==> src/mct_pkg.sv <==
// Package of constants and types for the match capture timer
package mct_pkg;
    // Register byte offsets
    localparam logic [7:0] MCT_OFF_CTRL = 8'h00;
    localparam logic [7:0] MCT_OFF_COUNT = 8'h04;
    localparam logic [7:0] MCT_OFF_PRESCALE = 8'h08;
    localparam logic [7:0] MCT_OFF_PRECOUNT = 8'h0c;
    localparam logic [7:0] MCT_OFF_MATCHCTL = 8'h10;
    localparam logic [7:0] MCT_OFF_MATCH0 = 8'h14;
    localparam logic [7:0] MCT_OFF_CAPCTL = 8'h24;
    localparam logic [7:0] MCT_OFF_CAPVAL = 8'h28;
    localparam logic [7:0] MCT_OFF_EXTCTL = 8'h2c;
    localparam logic [7:0] MCT_OFF_PWMCTL = 8'h30;
    localparam logic [7:0] MCT_OFF_STATUS = 8'h34;
    localparam logic [7:0] MCT_OFF_MASK = 8'h38;
    // Control fields
    localparam int MCT_CTRL_EN_BIT = 0;
    localparam int MCT_CTRL_RST_BIT = 1;
    // Match control: per channel 3 bits {stop, reset, irq}
    localparam int MCT_MC_IRQ = 0;
    localparam int MCT_MC_RST = 1;
    localparam int MCT_MC_STOP = 2;
    localparam int MCT_MC_W = 3;
    // Capture control fields
    localparam int MCT_CAP_RISE_BIT = 0;
    localparam int MCT_CAP_FALL_BIT = 1;
    // Status bits: 0..3 match, 4 capture
    localparam int MCT_ST_CAP_BIT = 4;
    localparam int MCT_ST_W = 5;
    localparam int MCT_NMATCH = 4;
    localparam int MCT_NEXT = 2;
    localparam logic [31:0] MCT_RST_VAL = 32'h0000_0000;

    // External output action on match
    typedef enum logic [1:0] {
        MCT_ACT_NONE = 2'b00,
        MCT_ACT_LOW = 2'b01,
        MCT_ACT_HIGH = 2'b10,
        MCT_ACT_TOGGLE = 2'b11
    } mct_act_t;

    // Slave side of the APB bus
    typedef struct packed {
        logic psel;
        logic penable;
        logic pwrite;
        logic [7:0] paddr;
        logic [31:0] pwdata;
    } mct_apb_req_t;

    typedef struct packed {
        logic pready;
        logic pslverr;
        logic [31:0] prdata;
    } mct_apb_rsp_t;
endpackage

==> src/mct_sync.sv <==
// Two-flop synchroniser for a pin input
`timescale 1ns/100ps
module mct_sync
    import mct_pkg::*;
(
    input wire logic pclk,
    input wire logic presetn,
    input wire logic din,
    output logic dout
);
    logic meta_q;
    logic sync_q;

    always_ff @(posedge pclk or negedge presetn)
    begin
        if (!presetn)
        begin
            meta_q <= 1'b0;
            sync_q <= 1'b0;
        end
        else
        begin
            meta_q <= din;
            sync_q <= meta_q;
        end
    end

    assign dout = sync_q;
endmodule // mct_sync

==> src/mct_edge.sv <==
// Selectable edge detector on a synchronised level
`timescale 1ns/100ps
module mct_edge
    import mct_pkg::*;
(
    input wire logic pclk,
    input wire logic presetn,
    input wire logic level,
    input wire logic on_rise,
    input wire logic on_fall,
    output logic hit
);
    logic prev_q;
    logic prev_d;

    always_comb
    begin
        prev_d = level;
    end

    always_ff @(posedge pclk or negedge presetn)
    begin
        if (!presetn)
        begin
            prev_q <= 1'b0;
        end
        else
        begin
            prev_q <= prev_d;
        end
    end

    assign hit = (on_rise && level && !prev_q) || (on_fall && !level && prev_q);
endmodule // mct_edge

==> src/mct_timer.sv <==
// Match capture timer with prescaler, four matches, one capture and APB registers
//
// The address map and register access over APB were decided locally.
`timescale 1ns/100ps
module mct_timer
    import mct_pkg::*;
#(
    parameter int WIDTH = 32
)
(
    input wire logic pclk,
    input wire logic presetn,
    input wire logic psel,
    input wire logic penable,
    input wire logic pwrite,
    input wire logic [7:0] paddr,
    input wire logic [31:0] pwdata,
    output logic [31:0] prdata,
    output logic pready,
    output logic pslverr,
    input wire logic cap_in,
    output logic [MCT_NEXT-1:0] match_out,
    output logic irq
);
    mct_apb_req_t req;
    mct_apb_rsp_t rsp;
    logic wr;
    logic [WIDTH-1:0] count_q, count_d;
    logic [WIDTH-1:0] pre_q, pre_d;
    logic [WIDTH-1:0] prescale_q, prescale_d;
    logic [WIDTH-1:0] match_q [MCT_NMATCH];
    logic [WIDTH-1:0] match_d [MCT_NMATCH];
    logic [MCT_NMATCH*MCT_MC_W-1:0] mctl_q, mctl_d;
    logic [1:0] ctrl_q, ctrl_d;
    logic [1:0] capctl_q, capctl_d;
    logic [2*MCT_NEXT-1:0] extctl_q, extctl_d;
    logic [MCT_NEXT-1:0] pwm_q, pwm_d;
    logic [MCT_NEXT-1:0] ext_q, ext_d;
    logic [WIDTH-1:0] cap_q, cap_d;
    logic [MCT_ST_W-1:0] stat_q, stat_d;
    logic [MCT_ST_W-1:0] mask_q, mask_d;
    logic [MCT_NMATCH-1:0] hit;
    logic tick;
    logic cap_sync;
    logic cap_hit;
    logic [31:0] rdata_d;
    logic [31:0] rdata_q;

    assign req = '{psel: psel, penable: penable, pwrite: pwrite, paddr: paddr, pwdata: pwdata};
    assign wr = req.psel && req.penable && req.pwrite;

    // Capture pin path
    mct_sync u_sync (.pclk(pclk), .presetn(presetn), .din(cap_in), .dout(cap_sync));
    mct_edge u_edge (.pclk(pclk), .presetn(presetn), .level(cap_sync),
        .on_rise(capctl_q[MCT_CAP_RISE_BIT]), .on_fall(capctl_q[MCT_CAP_FALL_BIT]),
        .hit(cap_hit));

    // Prescaler tick, one-cycle enable
    assign tick = ctrl_q[MCT_CTRL_EN_BIT] && !ctrl_q[MCT_CTRL_RST_BIT]
        && (pre_q == prescale_q);

    // Match compare on the count at each counter step
    genvar g;
    generate
        for (g = 0; g < MCT_NMATCH; g++)
        begin : g_cmp
            assign hit[g] = tick && (count_q == match_q[g]);
        end
    endgenerate

    // Counter and prescaler
    always_comb
    begin
        pre_d = pre_q;
        count_d = count_q;
        ctrl_d = ctrl_q;
        if (ctrl_q[MCT_CTRL_RST_BIT])
        begin
            pre_d = '0;
            count_d = '0;
        end
        else if (ctrl_q[MCT_CTRL_EN_BIT])
        begin
            if (tick)
            begin
                pre_d = '0;
                count_d = count_q + 1'b1;
            end
            else
            begin
                pre_d = pre_q + 1'b1;
            end
        end
        for (int i = 0; i < MCT_NMATCH; i++)
        begin
            if (hit[i] && mctl_q[i*MCT_MC_W+MCT_MC_RST])
            begin
                count_d = '0;
            end
            if (hit[i] && mctl_q[i*MCT_MC_W+MCT_MC_STOP])
            begin
                ctrl_d[MCT_CTRL_EN_BIT] = 1'b0;
            end
        end
        if (wr && req.paddr == MCT_OFF_CTRL)
        begin
            ctrl_d = req.pwdata[1:0];
        end
        if (wr && req.paddr == MCT_OFF_COUNT)
        begin
            count_d = req.pwdata[WIDTH-1:0];
        end
        if (wr && req.paddr == MCT_OFF_PRECOUNT)
        begin
            pre_d = req.pwdata[WIDTH-1:0];
        end
    end

    // Configuration registers
    always_comb
    begin
        prescale_d = prescale_q;
        mctl_d = mctl_q;
        capctl_d = capctl_q;
        extctl_d = extctl_q;
        pwm_d = pwm_q;
        mask_d = mask_q;
        for (int i = 0; i < MCT_NMATCH; i++)
        begin
            match_d[i] = match_q[i];
            if (wr && req.paddr == MCT_OFF_MATCH0 + 8'(4 * i))
            begin
                match_d[i] = req.pwdata[WIDTH-1:0];
            end
        end
        if (wr)
        begin
            unique case (req.paddr)
                MCT_OFF_PRESCALE: prescale_d = req.pwdata[WIDTH-1:0];
                MCT_OFF_MATCHCTL: mctl_d = req.pwdata[MCT_NMATCH*MCT_MC_W-1:0];
                MCT_OFF_CAPCTL: capctl_d = req.pwdata[1:0];
                MCT_OFF_EXTCTL: extctl_d = req.pwdata[2*MCT_NEXT-1:0];
                MCT_OFF_PWMCTL: pwm_d = req.pwdata[MCT_NEXT-1:0];
                MCT_OFF_MASK: mask_d = req.pwdata[MCT_ST_W-1:0];
                default: ;
            endcase
        end
    end

    // Capture, status and external outputs
    always_comb
    begin
        cap_d = cap_q;
        if (cap_hit)
        begin
            cap_d = count_q;
        end
        stat_d = stat_q;
        if (wr && req.paddr == MCT_OFF_STATUS)
        begin
            stat_d = stat_q & ~req.pwdata[MCT_ST_W-1:0];
        end
        for (int i = 0; i < MCT_NMATCH; i++)
        begin
            if (hit[i] && mctl_q[i*MCT_MC_W+MCT_MC_IRQ])
            begin
                stat_d[i] = 1'b1;
            end
        end
        if (cap_hit)
        begin
            stat_d[MCT_ST_CAP_BIT] = 1'b1;
        end
        ext_d = ext_q;
        for (int i = 0; i < MCT_NEXT; i++)
        begin
            if (pwm_q[i])
            begin
                // PWM: low from counter reset, high once count reaches match
                if (count_d == '0)
                begin
                    ext_d[i] = 1'b0;
                end
                else if (count_d >= match_q[i])
                begin
                    ext_d[i] = 1'b1;
                end
            end
            else if (hit[i])
            begin
                unique case (mct_act_t'(extctl_q[2*i +: 2]))
                    MCT_ACT_NONE: ext_d[i] = ext_q[i];
                    MCT_ACT_LOW: ext_d[i] = 1'b0;
                    MCT_ACT_HIGH: ext_d[i] = 1'b1;
                    MCT_ACT_TOGGLE: ext_d[i] = ~ext_q[i];
                endcase
            end
        end
    end

    // Read mux
    always_comb
    begin
        rdata_d = 32'h0000_0000;
        for (int i = 0; i < MCT_NMATCH; i++)
        begin
            if (req.paddr == MCT_OFF_MATCH0 + 8'(4 * i))
            begin
                rdata_d[WIDTH-1:0] = match_q[i];
            end
        end
        unique case (req.paddr)
            MCT_OFF_CTRL: rdata_d[1:0] = ctrl_q;
            MCT_OFF_COUNT: rdata_d[WIDTH-1:0] = count_q;
            MCT_OFF_PRESCALE: rdata_d[WIDTH-1:0] = prescale_q;
            MCT_OFF_PRECOUNT: rdata_d[WIDTH-1:0] = pre_q;
            MCT_OFF_MATCHCTL: rdata_d[MCT_NMATCH*MCT_MC_W-1:0] = mctl_q;
            MCT_OFF_CAPCTL: rdata_d[1:0] = capctl_q;
            MCT_OFF_CAPVAL: rdata_d[WIDTH-1:0] = cap_q;
            MCT_OFF_EXTCTL: rdata_d[2*MCT_NEXT-1:0] = extctl_q;
            MCT_OFF_PWMCTL: rdata_d[MCT_NEXT-1:0] = pwm_q;
            MCT_OFF_STATUS: rdata_d[MCT_ST_W-1:0] = stat_q;
            MCT_OFF_MASK: rdata_d[MCT_ST_W-1:0] = mask_q;
            default: ;
        endcase
    end

    always_ff @(posedge pclk or negedge presetn)
    begin
        if (!presetn)
        begin
            count_q <= MCT_RST_VAL[WIDTH-1:0];
            pre_q <= MCT_RST_VAL[WIDTH-1:0];
            prescale_q <= MCT_RST_VAL[WIDTH-1:0];
            for (int i = 0; i < MCT_NMATCH; i++)
            begin
                match_q[i] <= MCT_RST_VAL[WIDTH-1:0];
            end
            mctl_q <= '0;
            ctrl_q <= 2'h0;
            capctl_q <= 2'h0;
            extctl_q <= '0;
            pwm_q <= '0;
            ext_q <= '0;
            cap_q <= MCT_RST_VAL[WIDTH-1:0];
            stat_q <= '0;
            mask_q <= '0;
            rdata_q <= 32'h0000_0000;
        end
        else
        begin
            count_q <= count_d;
            pre_q <= pre_d;
            prescale_q <= prescale_d;
            for (int i = 0; i < MCT_NMATCH; i++)
            begin
                match_q[i] <= match_d[i];
            end
            mctl_q <= mctl_d;
            ctrl_q <= ctrl_d;
            capctl_q <= capctl_d;
            extctl_q <= extctl_d;
            pwm_q <= pwm_d;
            ext_q <= ext_d;
            cap_q <= cap_d;
            stat_q <= stat_d;
            mask_q <= mask_d;
            rdata_q <= rdata_d;
        end
    end

    // Read data registered in setup phase, answered in the access phase
    assign rsp = '{pready: 1'b1, pslverr: 1'b0, prdata: rdata_q};
    assign pready = rsp.pready;
    assign pslverr = rsp.pslverr;
    assign prdata = rsp.prdata;
    assign match_out = ext_q;
    assign irq = |(stat_q & mask_q);

    a_reset_clears: assert property (@(posedge pclk) disable iff (!presetn)
        hit[0] && mctl_q[MCT_MC_RST] && !ctrl_q[MCT_CTRL_RST_BIT] && !wr |=> count_q == '0)
        else $error("Count not cleared on match");
    a_stop_halts: assert property (@(posedge pclk) disable iff (!presetn)
        hit[2] && mctl_q[2*MCT_MC_W+MCT_MC_STOP] && !wr |=> !ctrl_q[MCT_CTRL_EN_BIT])
        else $error("Counter not stopped on match");
    a_match_flag: assert property (@(posedge pclk) disable iff (!presetn)
        hit[2] && mctl_q[2*MCT_MC_W+MCT_MC_IRQ] |=> stat_q[2])
        else $error("Match flag not set");
    a_count_step: assert property (@(posedge pclk) disable iff (!presetn)
        tick && mctl_q == '0 && !wr |=> count_q == $past(count_q) + 1'b1 && pre_q == '0)
        else $error("Counter did not step on prescale");
    a_idle_hold: assert property (@(posedge pclk) disable iff (!presetn)
        !ctrl_q[MCT_CTRL_EN_BIT] && !ctrl_q[MCT_CTRL_RST_BIT] && !wr |=> $stable(count_q))
        else $error("Count moved while disabled");
    a_cap_copy: assert property (@(posedge pclk) disable iff (!presetn)
        cap_hit |=> cap_q == $past(count_q) && stat_q[MCT_ST_CAP_BIT])
        else $error("Capture missed");
    a_toggle_out: assert property (@(posedge pclk) disable iff (!presetn)
        hit[0] && !pwm_q[0] && extctl_q[1:0] == 2'b11 |=> match_out[0] != $past(match_out[0]))
        else $error("Output did not toggle");
    a_pwm_low: assert property (@(posedge pclk) disable iff (!presetn)
        pwm_q[1] && count_d == '0 |=> !match_out[1])
        else $error("PWM output not low at period start");
    a_cap_sync: assert property (@(posedge pclk) disable iff (!presetn)
        cap_hit && capctl_q == 2'b01 |-> cap_sync && !$past(cap_sync))
        else $error("Capture on wrong edge");
endmodule // mct_timer

==> config.mk <==
export PLATFORM = sky130hd
export DESIGN_NAME = mct_timer
export DESIGN_NICKNAME = d
export VERILOG_FILES = /design/src/mct_pkg.sv /design/src/mct_sync.sv /design/src/mct_edge.sv /design/src/mct_timer.sv
export SDC_FILE = /design/constraint.sdc
export NUM_CORES = 1
export LEC_CHECK = 0
export BUFFER_PORTS_ARGS = -buffer_cell sky130_fd_sc_hd__buf_2
export CORE_UTILIZATION = 55
export CTS_BUF_LIST = sky130_fd_sc_hd__clkbuf_8
export CTS_CLUSTER_SIZE = 12
export DETAILED_ROUTE_END_ITERATION = 10
export HOLD_SLACK_MARGIN = 0.08
export PLACE_DENSITY = 0.8
export RECOVER_POWER = 100
export SYNTH_ARGS = -nofsm -noshare
export SYNTH_HDL_FRONTEND = slang
export SYNTH_SLANG_ARGS = --single-unit
==> constraint.sdc <==
create_clock -name pclk -period 4.2 [get_ports pclk]
set_input_delay 0.84 -clock pclk [delete_from_list [all_inputs] [get_ports pclk]]
set_output_delay 0.84 -clock pclk [all_outputs]
set_load 0.05 [all_outputs]
==> run_summary.xml <==
<?xml version="1.0" encoding="UTF-8"?>
<metrics>
  <group name="status">
    <metric name="status" unit="">finished, violations left</metric>
    <metric name="failing_checks" unit="">capacitance limit, slew limit, setup timing</metric>
  </group>
  <group name="synthesis">
    <metric name="syn-num-nets" unit="">1997</metric>
    <metric name="synthesis.yosys.warnings" unit="">0</metric>
    <metric name="yosysTopAreaCell" unit="">sky130_fd_sc_hd__dfrtp_1</metric>
    <metric name="synth.avg_cell_area" unit="sq um">10.1</metric>
    <metric name="netlist_area_before_placement" unit="sq um">19100</metric>
    <metric name="cells_taking_the_most_area_after_synthesis" unit="">sky130_fd_sc_hd__dfrtp_1 43%, sky130_fd_sc_hd__mux2_2 13%, sky130_fd_sc_hd__xnor2_1 5.2%, sky130_fd_sc_hd__ha_1 4.3%, sky130_fd_sc_hd__xor2_1 3.7%</metric>
    <metric name="synth.yosys.seq_area_share" unit="">0.426</metric>
    <metric name="synth_edf_count" unit="">0</metric>
    <metric name="proportion_of_synthesized_flip_flops_having_asynchronous_set_or_reset" unit="">1.00</metric>
    <metric name="yosys_most_used_dff" unit="">sky130_fd_sc_hd__dfrtp_1</metric>
    <metric name="syn-instance-count" unit="">1885</metric>
    <metric name="netlist-cell-type-count" unit="">64</metric>
    <metric name="synth_top_cell_area_share" unit="">0.426</metric>
    <metric name="yosys_reg_bits" unit="">325</metric>
  </group>
  <group name="global_route">
    <metric name="grt_max_degree" unit="">111</metric>
    <metric name="antenna_violations_before_repair" unit="">4</metric>
    <metric name="first_global_vias" unit="">18300</metric>
    <metric name="grt_use_total" unit="">0.446</metric>
    <metric name="grt.overflow.total" unit="">0</metric>
    <metric name="grt_first_pass_wirelength" unit="mm">116</metric>
  </group>
  <group name="setup_path">
    <metric name="worst-path-max-fanout" unit="">5</metric>
    <metric name="startpoint_of_the_lowest_slack_register_to_register_path" unit="">prescale_q[4]$_DFFE_PN0P_</metric>
    <metric name="critical_path_class" unit="">register to register</metric>
    <metric name="regToRegEndpoint" unit="">match_out[1]$_DFFE_PN0P_</metric>
    <metric name="r2r_setup_slack" unit="ns">-0.25</metric>
    <metric name="endpoint_kind" unit="">register</metric>
    <metric name="timing.reg2reg.worst_path_depth" unit="">21</metric>
    <metric name="critPathRequiredTime" unit="ns">4.74</metric>
    <metric name="critical_path.startpoint_type" unit="">register</metric>
    <metric name="arrival" unit="ns">4.99</metric>
  </group>
  <group name="power">
    <metric name="pwr_density_cell" unit="nW/um^2">297</metric>
    <metric name="ir_drop" unit="uV">306</metric>
    <metric name="static-leakage-power" unit="nW">12.0</metric>
  </group>
  <group name="placement">
    <metric name="hpwl" unit="mm">57.1</metric>
    <metric name="pre_cts_ws" unit="ns">-0.903</metric>
    <metric name="gp_routability_congestion" unit="">1.05</metric>
    <metric name="numPortBuffers" unit="">80</metric>
    <metric name="placedInstanceArea" unit="sq um">22600</metric>
  </group>
  <group name="clock_network">
    <metric name="tritoncts.num_buffers" unit="">54</metric>
    <metric name="clkSlewWorstSetupHoldPaths" unit="ns">0.06</metric>
    <metric name="cts.root.buffer_cell" unit="">sky130_fd_sc_hd__clkbuf_8</metric>
    <metric name="clock_tree.buffer_depth" unit="">3</metric>
    <metric name="cts_hold_buf" unit="">0</metric>
    <metric name="clkSinkCount" unit="">325</metric>
    <metric name="clock_latency" unit="ns">0.68</metric>
    <metric name="clock_tree.htree_level_count" unit="">2</metric>
    <metric name="cts_tree" unit="">built</metric>
  </group>
  <group name="sta">
    <metric name="rsz0062_at_grt" unit="">yes</metric>
    <metric name="tightestPinTransition" unit="ns">2.82</metric>
    <metric name="post-route-period-util" unit="">1.06</metric>
    <metric name="fin_tns_setup" unit="ns">-1.30</metric>
    <metric name="clock_skew" unit="ns">0.0451</metric>
    <metric name="slew-limit-headroom" unit="">-0.883</metric>
    <metric name="highest_clock_rate" unit="MHz">225</metric>
    <metric name="endpoints_failing_hold" unit="">0</metric>
    <metric name="slew_viol_final" unit="">246</metric>
    <metric name="final_period_minus_worst_setup_slack" unit="ns">4.45</metric>
    <metric name="setup-violations-final" unit="">34</metric>
    <metric name="fin_ws" unit="ns">-0.250</metric>
  </group>
  <group name="detailed_routing">
    <metric name="drc" unit="">0</metric>
    <metric name="wire_per_inst" unit="microns">27.9</metric>
    <metric name="firstDrtPassIters" unit="">8</metric>
    <metric name="drt-initial-drc-count" unit="">2448</metric>
    <metric name="drt-vias-per-instance" unit="">6.59</metric>
    <metric name="final_antenna_net_count" unit="">0</metric>
    <metric name="via_count" unit="">18500</metric>
    <metric name="totalWireLength" unit="mm">78.3</metric>
  </group>
  <group name="floorplanning">
    <metric name="design.die.area" unit="sq um">35500</metric>
    <metric name="die_width" unit="microns">188</metric>
    <metric name="initial_utilization" unit="">0.564</metric>
    <metric name="chipHeight" unit="microns">188</metric>
    <metric name="core" unit="sq um">33900</metric>
    <metric name="std_cell_rows" unit="">67</metric>
    <metric name="io-pin-count" unit="">83</metric>
  </group>
  <group name="worst_hold_path">
    <metric name="hold_path_startpoint" unit="">cap_in</metric>
    <metric name="worst_hold_path.num_cells" unit="">1</metric>
    <metric name="timing.hold.worst.class" unit="">primary input to register</metric>
    <metric name="hold_endpoint" unit="">u_sync.meta_q$_DFF_PN0_</metric>
  </group>
  <group name="layout">
    <metric name="area_growth_syn_to_layout" unit="%">28.1</metric>
    <metric name="multi_input_comb_area" unit="sq um">10600</metric>
    <metric name="n_fill_cell" unit="">2551</metric>
    <metric name="finalInstanceArea" unit="sq um">24500</metric>
    <metric name="post_route_cells_drive_above_1_share" unit="">0.370</metric>
    <metric name="final_net_count" unit="">2424</metric>
    <metric name="regArea" unit="sq um">8140</metric>
    <metric name="post_route_core_utilization" unit="">0.722</metric>
  </group>
  <group name="job">
    <metric name="max-cap-violations" unit="">5</metric>
  </group>
</metrics>
[cells in the final DEF (no fill, tap or decap), types with 47 or more instances in the layout]
cell type	instances
sky130_fd_sc_hd__a21oi_1	52
sky130_fd_sc_hd__a22oi_1	65
sky130_fd_sc_hd__buf_2	47
sky130_fd_sc_hd__buf_4	405
sky130_fd_sc_hd__clkbuf_8	67
sky130_fd_sc_hd__dfrtp_1	318
sky130_fd_sc_hd__ha_1	64
sky130_fd_sc_hd__inv_1	98
sky130_fd_sc_hd__mux2_2	219
sky130_fd_sc_hd__nand2_1	118
sky130_fd_sc_hd__nand3_1	48
sky130_fd_sc_hd__nand4_1	57
sky130_fd_sc_hd__nor2_1	69
sky130_fd_sc_hd__o21ai_0	84
sky130_fd_sc_hd__xnor2_1	103
sky130_fd_sc_hd__xor2_1	77
[worst max path at each step]
stage / cells after the start / endpoint / slack [ns] / start
after floorplan: 20 / match_out[1]$_DFFE_PN0P_ / 0.05 / pre_q[24]$_DFFE_PN0P_
after global placement: 17 / match_out[1]$_DFFE_PN0P_ / -0.95 / prescale_q[18]$_DFFE_PN0P_
after detailed placement: 17 / match_out[1]$_DFFE_PN0P_ / -0.90 / prescale_q[18]$_DFFE_PN0P_
after CTS: 19 / match_out[1]$_DFFE_PN0P_ / -0.05 / pre_q[16]$_DFFE_PN0P_
after global routing: 21 / match_out[1]$_DFFE_PN0P_ / -0.36 / prescale_q[4]$_DFFE_PN0P_
final: 21 / match_out[1]$_DFFE_PN0P_ / -0.25 / prescale_q[4]$_DFFE_PN0P_
[state kept, by name, indices dropped and copies added (netlist names), 4 cells and up]
signal      count
prescale_q     32
count_q        32
pre_q          32
prdata         32
mask_q          5
cap_q          32
stat_q          5
mctl_q         12
extctl_q        4
match_q       128
[cells by family (layout without fill, tap and decap cells)]
| kind of cell | after synthesis | in the layout | share of synthesized area |
|---|---|---|---|
| compound gates | 390 | 390 | 0.138 |
| fa+ha+maj | 66 | 66 | 0.0432 |
| flops | 325 | 325 | 0.426 |
| xor+xnor | 194 | 194 | 0.0890 |
| simple gates | 463 | 463 | 0.126 |
| other cells | 2 | 4 | 0.000393 |
| mux | 224 | 224 | 0.132 |
| buf+inv | 221 | 692 | 0.0459 |
[power breakdown]
group | switching [mW] | total (mW) | internal (mW) | leakage [nW]
clock | 1.40 | 3.08 | 1.68 | 0.668
combinational | 0.567 | 0.941 | 0.374 | 6.84
sequential | 0.0549 | 3.23 | 3.18 | 4.50
total | 2.02 | 7.26 | 5.24 | 12.0
[what timing repair did]
action	4_1_cts	5_1_grt
setup buffers	19	14
pin swaps	46	45
gates resized for setup	85	50
setup endpoints to repair	2	2
endpoints found under the hold margin	0	0
[metal layers]
layer	vias to the layer above	routed length [microns]	track usage
li1	7745	-	-
met5	-	11	0
met2	1325	34600	0.684
met4	2	5940	0.274
met3	354	8560	0.107
met1	9059	29200	0.571
[critical path, cell delays in order, from the launching register on]
cell,delay (ns)
sky130_fd_sc_hd__dfrtp_1,0.41
sky130_fd_sc_hd__xnor2_1,0.20
sky130_fd_sc_hd__buf_4,0.17
sky130_fd_sc_hd__nand4_1,0.21
sky130_fd_sc_hd__buf_4,0.22
sky130_fd_sc_hd__or4_4,0.51
sky130_fd_sc_hd__nor4_4,0.35
sky130_fd_sc_hd__nand3_2,0.15
sky130_fd_sc_hd__xor2_2,0.21
sky130_fd_sc_hd__o21ai_4,0.15
sky130_fd_sc_hd__buf_6,0.13
sky130_fd_sc_hd__ha_4,0.19
sky130_fd_sc_hd__a21o_1,0.17
sky130_fd_sc_hd__a21oi_2,0.14
sky130_fd_sc_hd__nor2b_1,0.05
sky130_fd_sc_hd__o21ai_1,0.13
sky130_fd_sc_hd__nand2b_1,0.09
sky130_fd_sc_hd__a21oi_2,0.16
sky130_fd_sc_hd__nor2_2,0.07
sky130_fd_sc_hd__a2111oi_4,0.26
sky130_fd_sc_hd__o31ai_2,0.13
sky130_fd_sc_hd__a31o_1,0.23
[Yosys cell counts (all sizes together) (12+ instances only)]
cell	count
xnor2	113
dfrtp	325
nor2	80
and3	20
a22oi	65
a32oi	12
mux2	220
nor4	46
ha	66
nor3	28
a22o	27
a222oi	20
o21ai	119
nand3	52
buf	42
inv	81
a221oi	25
nand4	57
xor2	81
a21oi	58
clkbuf	98
nand2	121
a31oi	17
[layout make-up]
cell class	count	area share
diodes	2	0.000205
clock buffers	67	0.0377
clock inverters	33	0.0102
inverters	81	0.0124
multi-input cells	1339	0.434
flip-flops and latches	325	0.333
well taps	448	0.0229
repair buffers	511	0.149
[per-stage QoR]
step                      instances  total power, mW  hold WS (ns)
after CTS                      2791             7.20         0.288
after global routing           2804             7.44         0.303
final                          2806             7.26         0.307
after floorplan                1885             3.62         0.331
after global placement         2672             4.10         0.342
after detailed placement       2672             4.12         0.346
Note: power is estimated with default switching activity, not from simulation.
